`config.mk`:
```
export PLATFORM = sky130hd
export DESIGN_NAME = uar_core
export DESIGN_NICKNAME = d
export VERILOG_FILES = /design/src/common/uar_pkg.sv /design/src/core/uar_core.sv
export SDC_FILE = /design/constraint.sdc
export NUM_CORES = 1
export LEC_CHECK = 0
export BUFFER_PORTS_ARGS = -buffer_cell sky130_fd_sc_hd__buf_2
export CAP_MARGIN = 25
export CORE_MARGIN = 10
export CORE_UTILIZATION = 56
export DETAILED_ROUTE_END_ITERATION = 8
export PLACE_DENSITY = 0.77
export SLEW_MARGIN = 15
export SYNTH_ARGS = -nofsm -noshare
export SYNTH_HDL_FRONTEND = slang
export SYNTH_SLANG_ARGS = --single-unit
```
`constraint.sdc`:
```
create_clock -name clock_in -period 2.9 [get_ports clock_in]
set_input_delay 0.58 -clock clock_in [delete_from_list [all_inputs] [get_ports clock_in]]
set_output_delay 0.58 -clock clock_in [all_outputs]
set_load 0.03 [all_outputs]
```
`src/common/uar_pkg.sv`:
```
// constants and field layouts of the serial transceiver
package uar_pkg;

  // register addresses on the local port
  localparam logic [2:0] ADDR_COMMAND = 3'h0;
  localparam logic [2:0] ADDR_CONTROL = 3'h1;
  localparam logic [2:0] ADDR_TX_HOLD = 3'h2;
  localparam logic [2:0] ADDR_TX_STATUS = 3'h3;
  localparam logic [2:0] ADDR_RX_HOLD = 3'h4;
  localparam logic [2:0] ADDR_RX_STATUS = 3'h5;

  typedef struct packed {
    logic crystal_clock_select;
    logic receive_enable_b;
    logic [2:0] rc_prescaler_code;
    logic parity_sense;
    logic parity_on;
    logic word_length_sel;
  } uar_command_t;

  typedef struct packed {
    logic loopback_echo;
    logic receive_enable_a;
    logic transmit_enable;
    logic receive_invert;
    logic transmit_invert;
    logic [2:0] baud_code;
  } uar_control_t;

  // status bit positions
  localparam int TX_PENDING_BIT = 0;
  localparam int TX_ACTIVE_BIT = 1;
  localparam int RX_PENDING_BIT = 0;
  localparam int RX_ACTIVE_BIT = 1;
  localparam int OVERRUN_BIT = 2;
  localparam int FRAME_ERR_BIT = 3;
  localparam int PARITY_ERR_BIT = 4;
  localparam int START_ERR_BIT = 5;

  // values after reset
  localparam logic [7:0] COMMAND_RESET = 8'h01;
  localparam logic [7:0] CONTROL_RESET = 8'h05;
  localparam logic [7:0] DATA_RESET = 8'h00;

  // timing: oversampling per bit, sampling point in the bit
  localparam int CLK_HZ = 125_000_000;
  localparam int OVERSAMPLE = 16;
  localparam logic [3:0] MID_TICK = 4'h7;
  localparam logic [3:0] LAST_TICK = 4'hF;

  localparam int BAUD_115200 = 115200;
  localparam int BAUD_57600 = 57600;
  localparam int BAUD_14400 = 14400;
  localparam int BAUD_9600 = 9600;
  localparam int BAUD_2400 = 2400;
  localparam int BAUD_1200 = 1200;
  localparam int BAUD_600 = 600;
  localparam int BAUD_300 = 300;

  localparam logic [15:0] DIV_115200 = 16'(CLK_HZ / (OVERSAMPLE * BAUD_115200));
  localparam logic [15:0] DIV_57600 = 16'(CLK_HZ / (OVERSAMPLE * BAUD_57600));
  localparam logic [15:0] DIV_14400 = 16'(CLK_HZ / (OVERSAMPLE * BAUD_14400));
  localparam logic [15:0] DIV_9600 = 16'(CLK_HZ / (OVERSAMPLE * BAUD_9600));
  localparam logic [15:0] DIV_2400 = 16'(CLK_HZ / (OVERSAMPLE * BAUD_2400));
  localparam logic [15:0] DIV_1200 = 16'(CLK_HZ / (OVERSAMPLE * BAUD_1200));
  localparam logic [15:0] DIV_600 = 16'(CLK_HZ / (OVERSAMPLE * BAUD_600));
  localparam logic [15:0] DIV_300 = 16'(CLK_HZ / (OVERSAMPLE * BAUD_300));

  // start, eight data and the stop bit, so back-to-back frames keep their stop
  localparam logic [3:0] FRAME_BITS_BASE = 4'hA;

endpackage

```
`src/core/uar_core.sv`:
```
// full-duplex asynchronous serial transceiver with register port
//
// Decided for this implementation: the register addresses and the strobed register port.
`timescale 1ns/100ps

module uar_core (
  input wire logic clock_in,
  input wire logic reset_n_in,
  input wire logic clock_en_in,
  input wire logic [2:0] addr_in,
  input wire logic [7:0] wdata_in,
  input wire logic write_in,
  input wire logic read_in,
  output logic [7:0] rdata_out,
  input wire logic rx_pad_in,
  output logic tx_pad_out,
  output logic high_priority_irq_line_out_1,
  output logic high_priority_irq_line_out_0,
  output logic crystal_clock_select_out
);

  typedef enum logic [2:0] {RX_IDLE, RX_START, RX_DATA, RX_PARITY, RX_STOP} uar_rx_state_t;
  typedef enum logic {TX_IDLE, TX_SHIFT} uar_tx_state_t;

  uar_pkg::uar_command_t command_r;
  uar_pkg::uar_control_t control_r;
  logic [7:0] transmit_byte_r;
  logic [7:0] received_byte_r;
  logic transmit_pending_r;
  logic receive_pending_r;
  logic overrun_flag_r;
  logic start_error_flag_r;
  logic parity_error_flag_r;
  logic frame_error_flag_r;
  logic rx_meta_r;
  logic rx_sync_r;
  logic [15:0] baud_cnt_r;
  logic os_tick;
  logic rx_line;
  logic rx_enabled;
  uar_rx_state_t rx_state_r;
  logic [3:0] rx_tick_r;
  logic [2:0] rx_bit_r;
  logic [7:0] rx_shift_r;
  logic rx_start_err_r;
  logic rx_parity_err_r;
  logic rx_done;
  logic rx_frame_ok;
  uar_tx_state_t tx_state_r;
  logic [3:0] tx_tick_r;
  logic [3:0] tx_left_r;
  logic [10:0] tx_shift_r;
  logic tx_load;
  logic wr_tx_hold;
  logic wr_rx_status;
  logic rd_rx_hold;

  // oversampling-tick divider per baud code; prescaler code is only stored and read back
  function automatic logic [15:0] baud_divisor(input logic [2:0] code);
    case (code)
      3'h7: baud_divisor = uar_pkg::DIV_115200;
      3'h6: baud_divisor = uar_pkg::DIV_57600;
      3'h5: baud_divisor = uar_pkg::DIV_9600;
      3'h4: baud_divisor = uar_pkg::DIV_14400;
      3'h3: baud_divisor = uar_pkg::DIV_2400;
      3'h2: baud_divisor = uar_pkg::DIV_1200;
      3'h1: baud_divisor = uar_pkg::DIV_600;
      default: baud_divisor = uar_pkg::DIV_300;
    endcase
  endfunction

  // parity bit for the word, masked to the word length
  function automatic logic parity_of(input logic [7:0] data, input logic eight,
                                     input logic even);
    parity_of = (^{data[7] & eight, data[6:0]}) ^ ~even;
  endfunction

  assign wr_tx_hold = clock_en_in & write_in & (addr_in == uar_pkg::ADDR_TX_HOLD);
  assign wr_rx_status = clock_en_in & write_in & (addr_in == uar_pkg::ADDR_RX_STATUS);
  assign rd_rx_hold = clock_en_in & read_in & (addr_in == uar_pkg::ADDR_RX_HOLD);

  // configuration registers
  always_ff @(posedge clock_in or negedge reset_n_in)
  begin
    if (!reset_n_in)
    begin
      command_r <= uar_pkg::COMMAND_RESET;
      control_r <= uar_pkg::CONTROL_RESET;
    end
    else if (clock_en_in && write_in)
    begin
      if (addr_in == uar_pkg::ADDR_COMMAND)
        command_r <= wdata_in;
      if (addr_in == uar_pkg::ADDR_CONTROL)
        control_r <= wdata_in;
    end
  end

  // source select only reaches the clock tree outside this block
  always_ff @(posedge clock_in or negedge reset_n_in)
  begin
    if (!reset_n_in)
      crystal_clock_select_out <= 1'b0;
    else if (clock_en_in)
      crystal_clock_select_out <= command_r.crystal_clock_select;
  end

  // read port: data only in the cycle after the strobe
  always_ff @(posedge clock_in or negedge reset_n_in)
  begin
    if (!reset_n_in)
      rdata_out <= 8'h00;
    else if (clock_en_in)
    begin
      rdata_out <= 8'h00;
      if (read_in)
      begin
        case (addr_in)
          uar_pkg::ADDR_COMMAND: rdata_out <= command_r;
          uar_pkg::ADDR_CONTROL: rdata_out <= control_r;
          uar_pkg::ADDR_TX_HOLD: rdata_out <= transmit_byte_r;
          uar_pkg::ADDR_TX_STATUS: rdata_out <= {6'h00, tx_state_r == TX_SHIFT,
                                                 transmit_pending_r};
          uar_pkg::ADDR_RX_HOLD: rdata_out <= received_byte_r;
          uar_pkg::ADDR_RX_STATUS: rdata_out <= {2'h0, start_error_flag_r,
                                                 parity_error_flag_r, frame_error_flag_r,
                                                 overrun_flag_r, rx_state_r != RX_IDLE,
                                                 receive_pending_r};
          default: rdata_out <= 8'h00;
        endcase
      end
    end
  end

  // oversampling tick generator
  always_ff @(posedge clock_in or negedge reset_n_in)
  begin
    if (!reset_n_in)
      baud_cnt_r <= 16'h0000;
    else if (clock_en_in)
    begin
      if (baud_cnt_r >= baud_divisor(control_r.baud_code) - 16'h0001)
        baud_cnt_r <= 16'h0000;
      else
        baud_cnt_r <= baud_cnt_r + 16'h0001;
    end
  end

  assign os_tick = clock_en_in && (baud_cnt_r >= baud_divisor(control_r.baud_code) - 16'h0001);

  // receive pad synchroniser
  always_ff @(posedge clock_in or negedge reset_n_in)
  begin
    if (!reset_n_in)
    begin
      rx_meta_r <= 1'b1;
      rx_sync_r <= 1'b1;
    end
    else if (clock_en_in)
    begin
      rx_meta_r <= rx_pad_in;
      rx_sync_r <= rx_meta_r;
    end
  end

  assign rx_line = rx_sync_r ^ control_r.receive_invert;
  assign rx_enabled = command_r.receive_enable_b | control_r.receive_enable_a;

  // receiver sequence
  always_ff @(posedge clock_in or negedge reset_n_in)
  begin
    if (!reset_n_in)
    begin
      rx_state_r <= RX_IDLE;
      rx_tick_r <= 4'h0;
      rx_bit_r <= 3'h0;
      rx_shift_r <= 8'h00;
      rx_start_err_r <= 1'b0;
      rx_parity_err_r <= 1'b0;
    end
    else if (clock_en_in)
    begin
      case (rx_state_r)
        RX_IDLE:
        begin
          rx_tick_r <= 4'h0;
          rx_bit_r <= 3'h0;
          rx_start_err_r <= 1'b0;
          rx_parity_err_r <= 1'b0;
          if (rx_enabled && !rx_line)
            rx_state_r <= RX_START;
        end
        RX_START:
        begin
          if (os_tick)
          begin
            rx_tick_r <= rx_tick_r + 4'h1;
            // a glitch still runs a frame so the error is reported
            if (rx_tick_r == uar_pkg::MID_TICK && rx_line)
              rx_start_err_r <= 1'b1;
            if (rx_tick_r == uar_pkg::LAST_TICK)
              rx_state_r <= RX_DATA;
          end
        end
        RX_DATA:
        begin
          if (os_tick)
          begin
            rx_tick_r <= rx_tick_r + 4'h1;
            if (rx_tick_r == uar_pkg::MID_TICK)
              rx_shift_r <= command_r.word_length_sel ? {rx_line, rx_shift_r[7:1]}
                                                      : {1'b0, rx_line, rx_shift_r[6:1]};
            if (rx_tick_r == uar_pkg::LAST_TICK)
            begin
              rx_bit_r <= rx_bit_r + 3'h1;
              if (rx_bit_r == {2'h3, command_r.word_length_sel})
                rx_state_r <= command_r.parity_on ? RX_PARITY : RX_STOP;
            end
          end
        end
        RX_PARITY:
        begin
          if (os_tick)
          begin
            rx_tick_r <= rx_tick_r + 4'h1;
            if (rx_tick_r == uar_pkg::MID_TICK)
              rx_parity_err_r <= rx_line != parity_of(rx_shift_r, command_r.word_length_sel,
                                                      command_r.parity_sense);
            if (rx_tick_r == uar_pkg::LAST_TICK)
              rx_state_r <= RX_STOP;
          end
        end
        RX_STOP:
        begin
          // leave at mid stop so the next start edge is not missed
          if (os_tick)
          begin
            rx_tick_r <= rx_tick_r + 4'h1;
            if (rx_tick_r == uar_pkg::MID_TICK)
              rx_state_r <= RX_IDLE;
          end
        end
        default: rx_state_r <= RX_IDLE;
      endcase
    end
  end

  assign rx_done = os_tick && rx_state_r == RX_STOP && rx_tick_r == uar_pkg::MID_TICK;
  assign rx_frame_ok = rx_line;

  // receive holding register and its flags
  always_ff @(posedge clock_in or negedge reset_n_in)
  begin
    if (!reset_n_in)
    begin
      received_byte_r <= uar_pkg::DATA_RESET;
      start_error_flag_r <= 1'b0;
      parity_error_flag_r <= 1'b0;
      frame_error_flag_r <= 1'b0;
    end
    else if (rx_done)
    begin
      received_byte_r <= rx_shift_r;
      start_error_flag_r <= rx_start_err_r;
      parity_error_flag_r <= rx_parity_err_r;
      frame_error_flag_r <= !rx_frame_ok;
    end
  end

  always_ff @(posedge clock_in or negedge reset_n_in)
  begin
    if (!reset_n_in)
      receive_pending_r <= 1'b0;
    else if (rx_done)
      receive_pending_r <= 1'b1;
    else if (rd_rx_hold)
      receive_pending_r <= 1'b0;
  end

  always_ff @(posedge clock_in or negedge reset_n_in)
  begin
    if (!reset_n_in)
      overrun_flag_r <= 1'b0;
    else if (rx_done && receive_pending_r && !rd_rx_hold)
      overrun_flag_r <= 1'b1;
    else if (wr_rx_status)
      overrun_flag_r <= 1'b0;
  end

  // receive request pulse
  always_ff @(posedge clock_in or negedge reset_n_in)
  begin
    if (!reset_n_in)
      high_priority_irq_line_out_0 <= 1'b0;
    else
      high_priority_irq_line_out_0 <= rx_done;
  end

  // transmit holding register and pending flag
  always_ff @(posedge clock_in or negedge reset_n_in)
  begin
    if (!reset_n_in)
      transmit_byte_r <= uar_pkg::DATA_RESET;
    else if (wr_tx_hold)
      transmit_byte_r <= wdata_in;
  end

  assign tx_load = clock_en_in && tx_state_r == TX_IDLE && transmit_pending_r
                   && control_r.transmit_enable;

  always_ff @(posedge clock_in or negedge reset_n_in)
  begin
    if (!reset_n_in)
      transmit_pending_r <= 1'b0;
    else if (wr_tx_hold)
      transmit_pending_r <= 1'b1;
    else if (tx_load)
      transmit_pending_r <= 1'b0;
  end

  // transmit request on the pending flag's fall
  always_ff @(posedge clock_in or negedge reset_n_in)
  begin
    if (!reset_n_in)
      high_priority_irq_line_out_1 <= 1'b0;
    else
      high_priority_irq_line_out_1 <= tx_load && !wr_tx_hold;
  end

  // transmit shifter: stop, parity, data, start from top to bottom
  always_ff @(posedge clock_in or negedge reset_n_in)
  begin
    if (!reset_n_in)
    begin
      tx_state_r <= TX_IDLE;
      tx_tick_r <= 4'h0;
      tx_left_r <= 4'h0;
      tx_shift_r <= 11'h7FF;
    end
    else if (clock_en_in)
    begin
      case (tx_state_r)
        TX_IDLE:
        begin
          tx_tick_r <= 4'h0;
          if (tx_load)
          begin
            tx_state_r <= TX_SHIFT;
            tx_left_r <= uar_pkg::FRAME_BITS_BASE - {3'h0, !command_r.word_length_sel}
                         + {3'h0, command_r.parity_on};
            if (command_r.word_length_sel)
              tx_shift_r <= {1'b1, command_r.parity_on ? parity_of(transmit_byte_r, 1'b1,
                             command_r.parity_sense) : 1'b1, transmit_byte_r, 1'b0};
            else
              tx_shift_r <= {2'h3, command_r.parity_on ? parity_of(transmit_byte_r, 1'b0,
                             command_r.parity_sense) : 1'b1, transmit_byte_r[6:0], 1'b0};
          end
        end
        TX_SHIFT:
        begin
          if (os_tick)
          begin
            tx_tick_r <= tx_tick_r + 4'h1;
            if (tx_tick_r == uar_pkg::LAST_TICK)
            begin
              tx_shift_r <= {1'b1, tx_shift_r[10:1]};
              tx_left_r <= tx_left_r - 4'h1;
              if (tx_left_r == 4'h1)
                tx_state_r <= TX_IDLE;
            end
          end
        end
        default: tx_state_r <= TX_IDLE;
      endcase
    end
  end

  // transmit pad, with echo bypassing the shifter
  always_ff @(posedge clock_in or negedge reset_n_in)
  begin
    if (!reset_n_in)
      tx_pad_out <= 1'b1;
    else if (clock_en_in)
    begin
      if (control_r.loopback_echo)
        tx_pad_out <= rx_line ^ control_r.transmit_invert;
      else
        tx_pad_out <= tx_shift_r[0] ^ control_r.transmit_invert;
    end
  end

endmodule // uar_core

```
**Yosys cells after proc, flatten, opt, wreduce, memory -nomap -nowiden**

Index checks and enable logic that the tools add are counted.

- Mux-type cells: 54
- Magnitude comparators: 2
- Equal/unequal tests: 38
- Reductions and logical operators: 40
- Bitwise gates (word level): 15
- Add/sub/neg operators: 9

Operator list:

| cell | count |
|---|---|
| one-hot mux 15 bit (7 select lines) | 1 |
| one-hot mux 8 bit (6 select lines) | 1 |
| two-way mux 3 bit | 13 |
| two-way mux 11 bit | 3 |
| >= comparator 16 bit | 2 |
| two-way mux 16 bit | 2 |
| subtractor 16 x 1 -> 16 bit, second input constant | 2 |
| inequality test 2 bit, second input constant | 13 |
| one-hot mux 4 bit (2 select lines) | 3 |
| parity 8 bit | 3 |
| one-hot mux 11 bit (2 select lines) | 1 |
| equality test 3 bit, second input constant | 7 |
| two-way mux 4 bit | 5 |
| AND reduction 4 bit | 5 |
| equality test 3 x 2 -> 1 bit, second input constant | 6 |
| two-way mux 1 bit | 17 |
| adder 16 x 1 -> 16 bit, second input constant | 1 |
| two-way mux 8 bit | 2 |
| one-hot mux 3 bit (5 select lines) | 1 |
| nonzero test 2 bit | 7 |
| logical AND 1 bit | 12 |
| AND reduction 11 bit | 1 |
| two-way mux 10 bit | 1 |
| equality test 3 x 1 -> 1 bit, second input constant | 3 |
| 23 further kinds | 46 |

- Word-level logic and storage cells: 196
- Bits in registers: 108

**Longest topological paths before layout**

- Depth after elaboration: 10
- Gate-level depth with buffers: 12
- Mapped depth without buffers: 11

**Worst setup path before layout**

Ideal clock, no wire load.

- Path type: register -> register
- Start point: register control_r[0] (netlist name)
- End point: register received_byte_r[0]
- Stages on the path, launching flop included: 13
- Arrival: 2.994 ns
- Setup slack: -0.219 ns
- Period minus slack after synthesis: 3.119 ns
- Path through: dfstp_2 -> clkbuf_1 -> nand2b_1 -> nand2_1 -> or2_2 -> ha_1 -> nand4_1 -> or2_1 -> a311o_1 -> nand3_4 -> nand4_4 -> buf_6 -> mux2_4

- Word-level cells in the longest chain between the ends: 7

RTL lines:

| item | line | source |
|---|---|---|
| start, declared | uar_core.sv:26 | `uar_pkg::uar_control_t control_r;` |
| start signal, assigned | uar_core.sv:88 | `control_r <= uar_pkg::CONTROL_RESET;` |
| start signal, assigned | uar_core.sv:95 | `control_r <= wdata_in;` |
| equality test 3 x 1 -> 1 bit, or another cell as far along | uar_core.sv:60 | `case (code)` |
| one-hot mux 15 bit (7 select lines) * | uar_core.sv:60 |  |
| subtractor 16 x 1 -> 16 bit * | uar_core.sv:149 | `assign os_tick = clock_en_in && (baud_cnt_r >= baud_divisor(control_r.baud_code) - 16'h0001);` |
| >= comparator 16 bit * | uar_core.sv:149 |  |
| logical AND 1 bit * | uar_core.sv:149 |  |
| logical AND 1 bit * (2 in a row) | uar_core.sv:248 | `assign rx_done = os_tick && rx_state_r == RX_STOP && rx_tick_r == uar_pkg::MID_TICK;` |
| end signal, assigned | uar_core.sv:256 | `received_byte_r <= uar_pkg::DATA_RESET;` |
| end signal, assigned | uar_core.sv:263 | `received_byte_r <= rx_shift_r;` |
| end, declared | uar_core.sv:28 | `logic [7:0] received_byte_r;` |

Mark *: on every way between the ends. The rest lies on a longest branch, timed or not.
A chain may end at the register's enable or synchronous reset.

**Worst setup path in the final report**

- Start point: register control_r[0] (netlist name)
- End point: register tx_left_r[3]

- Word-level cells in the longest chain between the ends: 7

RTL lines:

| item | line | source |
|---|---|---|
| equality test 3 x 1 -> 1 bit, or another cell as far along | uar_core.sv:60 |  |
| one-hot mux 15 bit (7 select lines) * | uar_core.sv:60 |  |
| subtractor 16 x 1 -> 16 bit * | uar_core.sv:149 |  |
| >= comparator 16 bit * | uar_core.sv:149 |  |
| logical AND 1 bit * | uar_core.sv:149 |  |
| inequality test 2 bit (no source line) * | -- |  |
| AND reduction 4 bit (no source line) * | -- |  |
| end signal, assigned | uar_core.sv:349 | `tx_left_r <= uar_pkg::FRAME_BITS_BASE - {3'h0, !command_r.word_length_sel}` |
| end signal, assigned | uar_core.sv:367 | `tx_left_r <= tx_left_r - 4'h1;` |
| end, declared | uar_core.sv:51 | `logic [3:0] tx_left_r;` |

Marks and branches as above.

==> reports/metrics.cfg <==
[sta]
worst_slew_pin_slew_ps = 699.9
final.setup.worst_slack_ps = -39.27
setup_violations = 9
hold_viol = 0
skew_ps = 16.96
period_minus_slack_ps = 2939
grt_setup_unrepaired = yes
slew_headroom_pct = 53.01
fin_setup_tns_ps = -244.9
fin_crit_sh_pct = 101.4
fmax_ghz = 0.3402
slew_viol_final = 0

[place]
dpl-instance-area_um2 = 6469
dp_hpwl_um = 10820
dp.cells = 746
portBuffers = 28
place.gp.congestion = 0.8980

[final_layout]
mostFrequentLayoutCell = dfrtp_1
final_cell_mix = 90 x dfrtp_1, 40 x nor2_1, 37 x mux2_2
finalNetCount = 677
areaGrowthSynthToFinish_pct = 17.67
final_cells = 778
finalCoreUtilization_pct = 68.21
design_area_um2 = 7073
n_fill_cell = 765
multiInputGateArea_um2 = 3359
regArea_um2 = 2699
drive_gt1_share_pct = 31.00
diodes = 0

[power_and_ir_drop]
leakagePower_nw = 3.190
ir_worst_vdd_mv = 0.3937
p_total_w = 0.005098
power.density_nw_per_um2 = 720.8

[clocking]
root_buffer = clkbuf_8
clockBufferDepth = 2
cts.sinks = 107
cts_buffers = 9
htreeDepth = 3
clk_pin_slew_worst_paths_ps = 110
clk-insertion-delay-late_ps = 390
tritoncts = done

[logic_synthesis]
yosys-top-cells-area = dfrtp_1 38%, dfstp_2 7.0%, mux2_2 6.9%, ha_1 4.8%, xnor2_1 3.6%
synth_cells = 582
syn-num-nets = 622
yosys.area.top_type = dfrtp_1
ys_ff_latch = 107
yosys_warnings = 0
ys_seq_area_share_pct = 44.88
syn_avg_cell_area_um2 = 10.33
yosysUniqueCellTypes = 69
syn-cell-area_um2 = 6011
synth_top_area_share_pct = 37.89
synth-edff-count = 0
ys.flop_type = dfrtp_1
async_flop_share_pct = 100.0

[critical_path]
cp.required_ps = 3180
timing.rr.start = control_r[0]
cp-end-kind = flop
path_class = reg -> reg
worstPathMaxFanout = 5
setup.worst_path.start = control_r[0]
cp-start-kind = flop
rrSetupSlack_ps = -40
crit_arrival_ps = 3210

[run_status]
violations = negative setup slack
run_status = complete, but fails checks

[worst_hold_path]
hold_path.class = in -> async

[global_routing]
grt_antenna_before_repair = 0
grt_pass1_wl_um = 24710
grt_pass1_vias = 4758
grt_usage_pct = 20.34
grt-ovfl-total = 0
grt_max_degree = 49

[drt]
dr.first_iter.drc_count = 473
drc_errors = 0
route.detailed.wl_per_inst_um = 20.62
wirelength_um = 16040
antenna_left = 0
post_drt_via_cell_ratio = 6.377
vias = 4961
dr.pass1.iters = 5

[floorplanning]
die_h_um = 123.6
io_pins = 29
die_area_um2 = 15280
initial_utilization_pct = 57.96
coreArea_um2 = 10370
rows = 37
die_x_um = 123.6

[job]
drv_cap = 0

## path summary, 6_finish.rpt
kind / end / cells past startpoint
max reg2reg: tx_left_r[3] / 10
min: baud_cnt_r[1] / 1
max: tx_left_r[3] / 10
max in group asynchronous: rx_sync_r / 2
min in group clock_in: command_r[0] / 3
min reg2reg: rdata_out[7] / 1
## metal layers
layer / vias up / share of wire (%) / GRT usage, %
met5: - / 0 / 0
met3: 48 / 7.0 / 5.520
li1: 2248 / - / -
met1: 2466 / 41 / 26.31
met4: 0 / 2.9 / 7.205
met2: 199 / 49 / 32.25
## per-stage QoR
stage	worst slack, ps	hold slack [ps]
2_1_floorplan	17.89	284.4
3_3_place_gp	14.74	462.8
3_5_place_dp	-86.27	462.4
4_1_cts	4.428	153.3
5_1_grt	-141.4	165.5
6_report	-39.27	137.3
## critical path, cell delays in order, from the launching register on
cell,delay [ps]
dfstp_2,560
nand2b_4,150
nand2_4,60
or2_4,240
ha_4,260
nand4_1,120
or2_4,280
a311oi_4,440
o41ai_4,170
o21ai_1,150
or3b_4,380
## state kept, by name, indices dropped and copies added, names as in the netlist, 8 cells and up
signal,cells
baud_cnt_r,16
rdata_out,8
tx_shift_r,10
control_r,8
transmit_byte_r,8
rx_shift_r,8
command_r,8
received_byte_r,8
## timing repair
| item | 4_1_cts | 5_1_grt |
|---|---|---|
| hold endpoints to repair | 0 | 0 |
| pin swaps | 1 | 17 |
| endpoints found under the setup margin | 21 | 60 |
| cloned | 0 | 2 |
| hold buffers | 0 | 0 |
| buffers inserted | 3 | 11 |
| resized for setup | 2 | 49 |
## power by group
group          internal, W  total [W]  switching, W
sequential         0.00184    0.00222      0.000384
clock             0.000412   0.000969      0.000557
combinational     0.000899    0.00191       0.00101
## final cells by class
cell class / count / area share (%)
timing repair buffer: 72 / 7.978
multi-input combinational: 426 / 47.50
tap: 136 / 2.406
sequential: 107 / 38.16
inverter: 21 / 1.114
clock buffer: 10 / 1.804
clock inverter: 6 / 1.044
## synth_stat cells, types with 2 or more instances
master / instances
a32o_1: 4
nor3_1: 13
o21ai_0: 34
dfstp_2: 16
o211ai_1: 5
mux2_4: 7
nor4_1: 7
a31oi_1: 9
a21o_1: 4
inv_1: 21
nand4b_1: 2
a21oi_1: 36
or3_1: 6
nand4_1: 6
nand2_1: 35
nand3_1: 16
xnor2_1: 25
nand2b_1: 7
buf_2: 6
clkbuf_1: 19
nor2_1: 40
a211oi_1: 3
mux2i_1: 6
xor2_1: 6
o31ai_1: 3
o2bb2ai_1: 12
ha_1: 23
or2_2: 4
a22o_1: 2
and2_1: 2
mux2_2: 37
buf_1: 2
or3b_2: 2
dfrtp_1: 91
and3_1: 6
nor2b_1: 10
mux4_2: 4
a22oi_1: 4
o22ai_1: 17
## cells by family after synthesis
| family | Yosys count | synth area share, % |
|---|---|---|
| and+or+nand+nor | 167 | 14.70 |
| AOI/OAI and AO/OA | 150 | 16.57 |
| DFF | 107 | 44.88 |
| muxes | 54 | 11.18 |
| buffers and inverters | 49 | 3.310 |
| xor gates and xnor gates | 31 | 4.517 |
| adders and majority gates | 23 | 4.788 |
| other | 1 | 0.06239 |
Power figures use the tool's default switching activity.
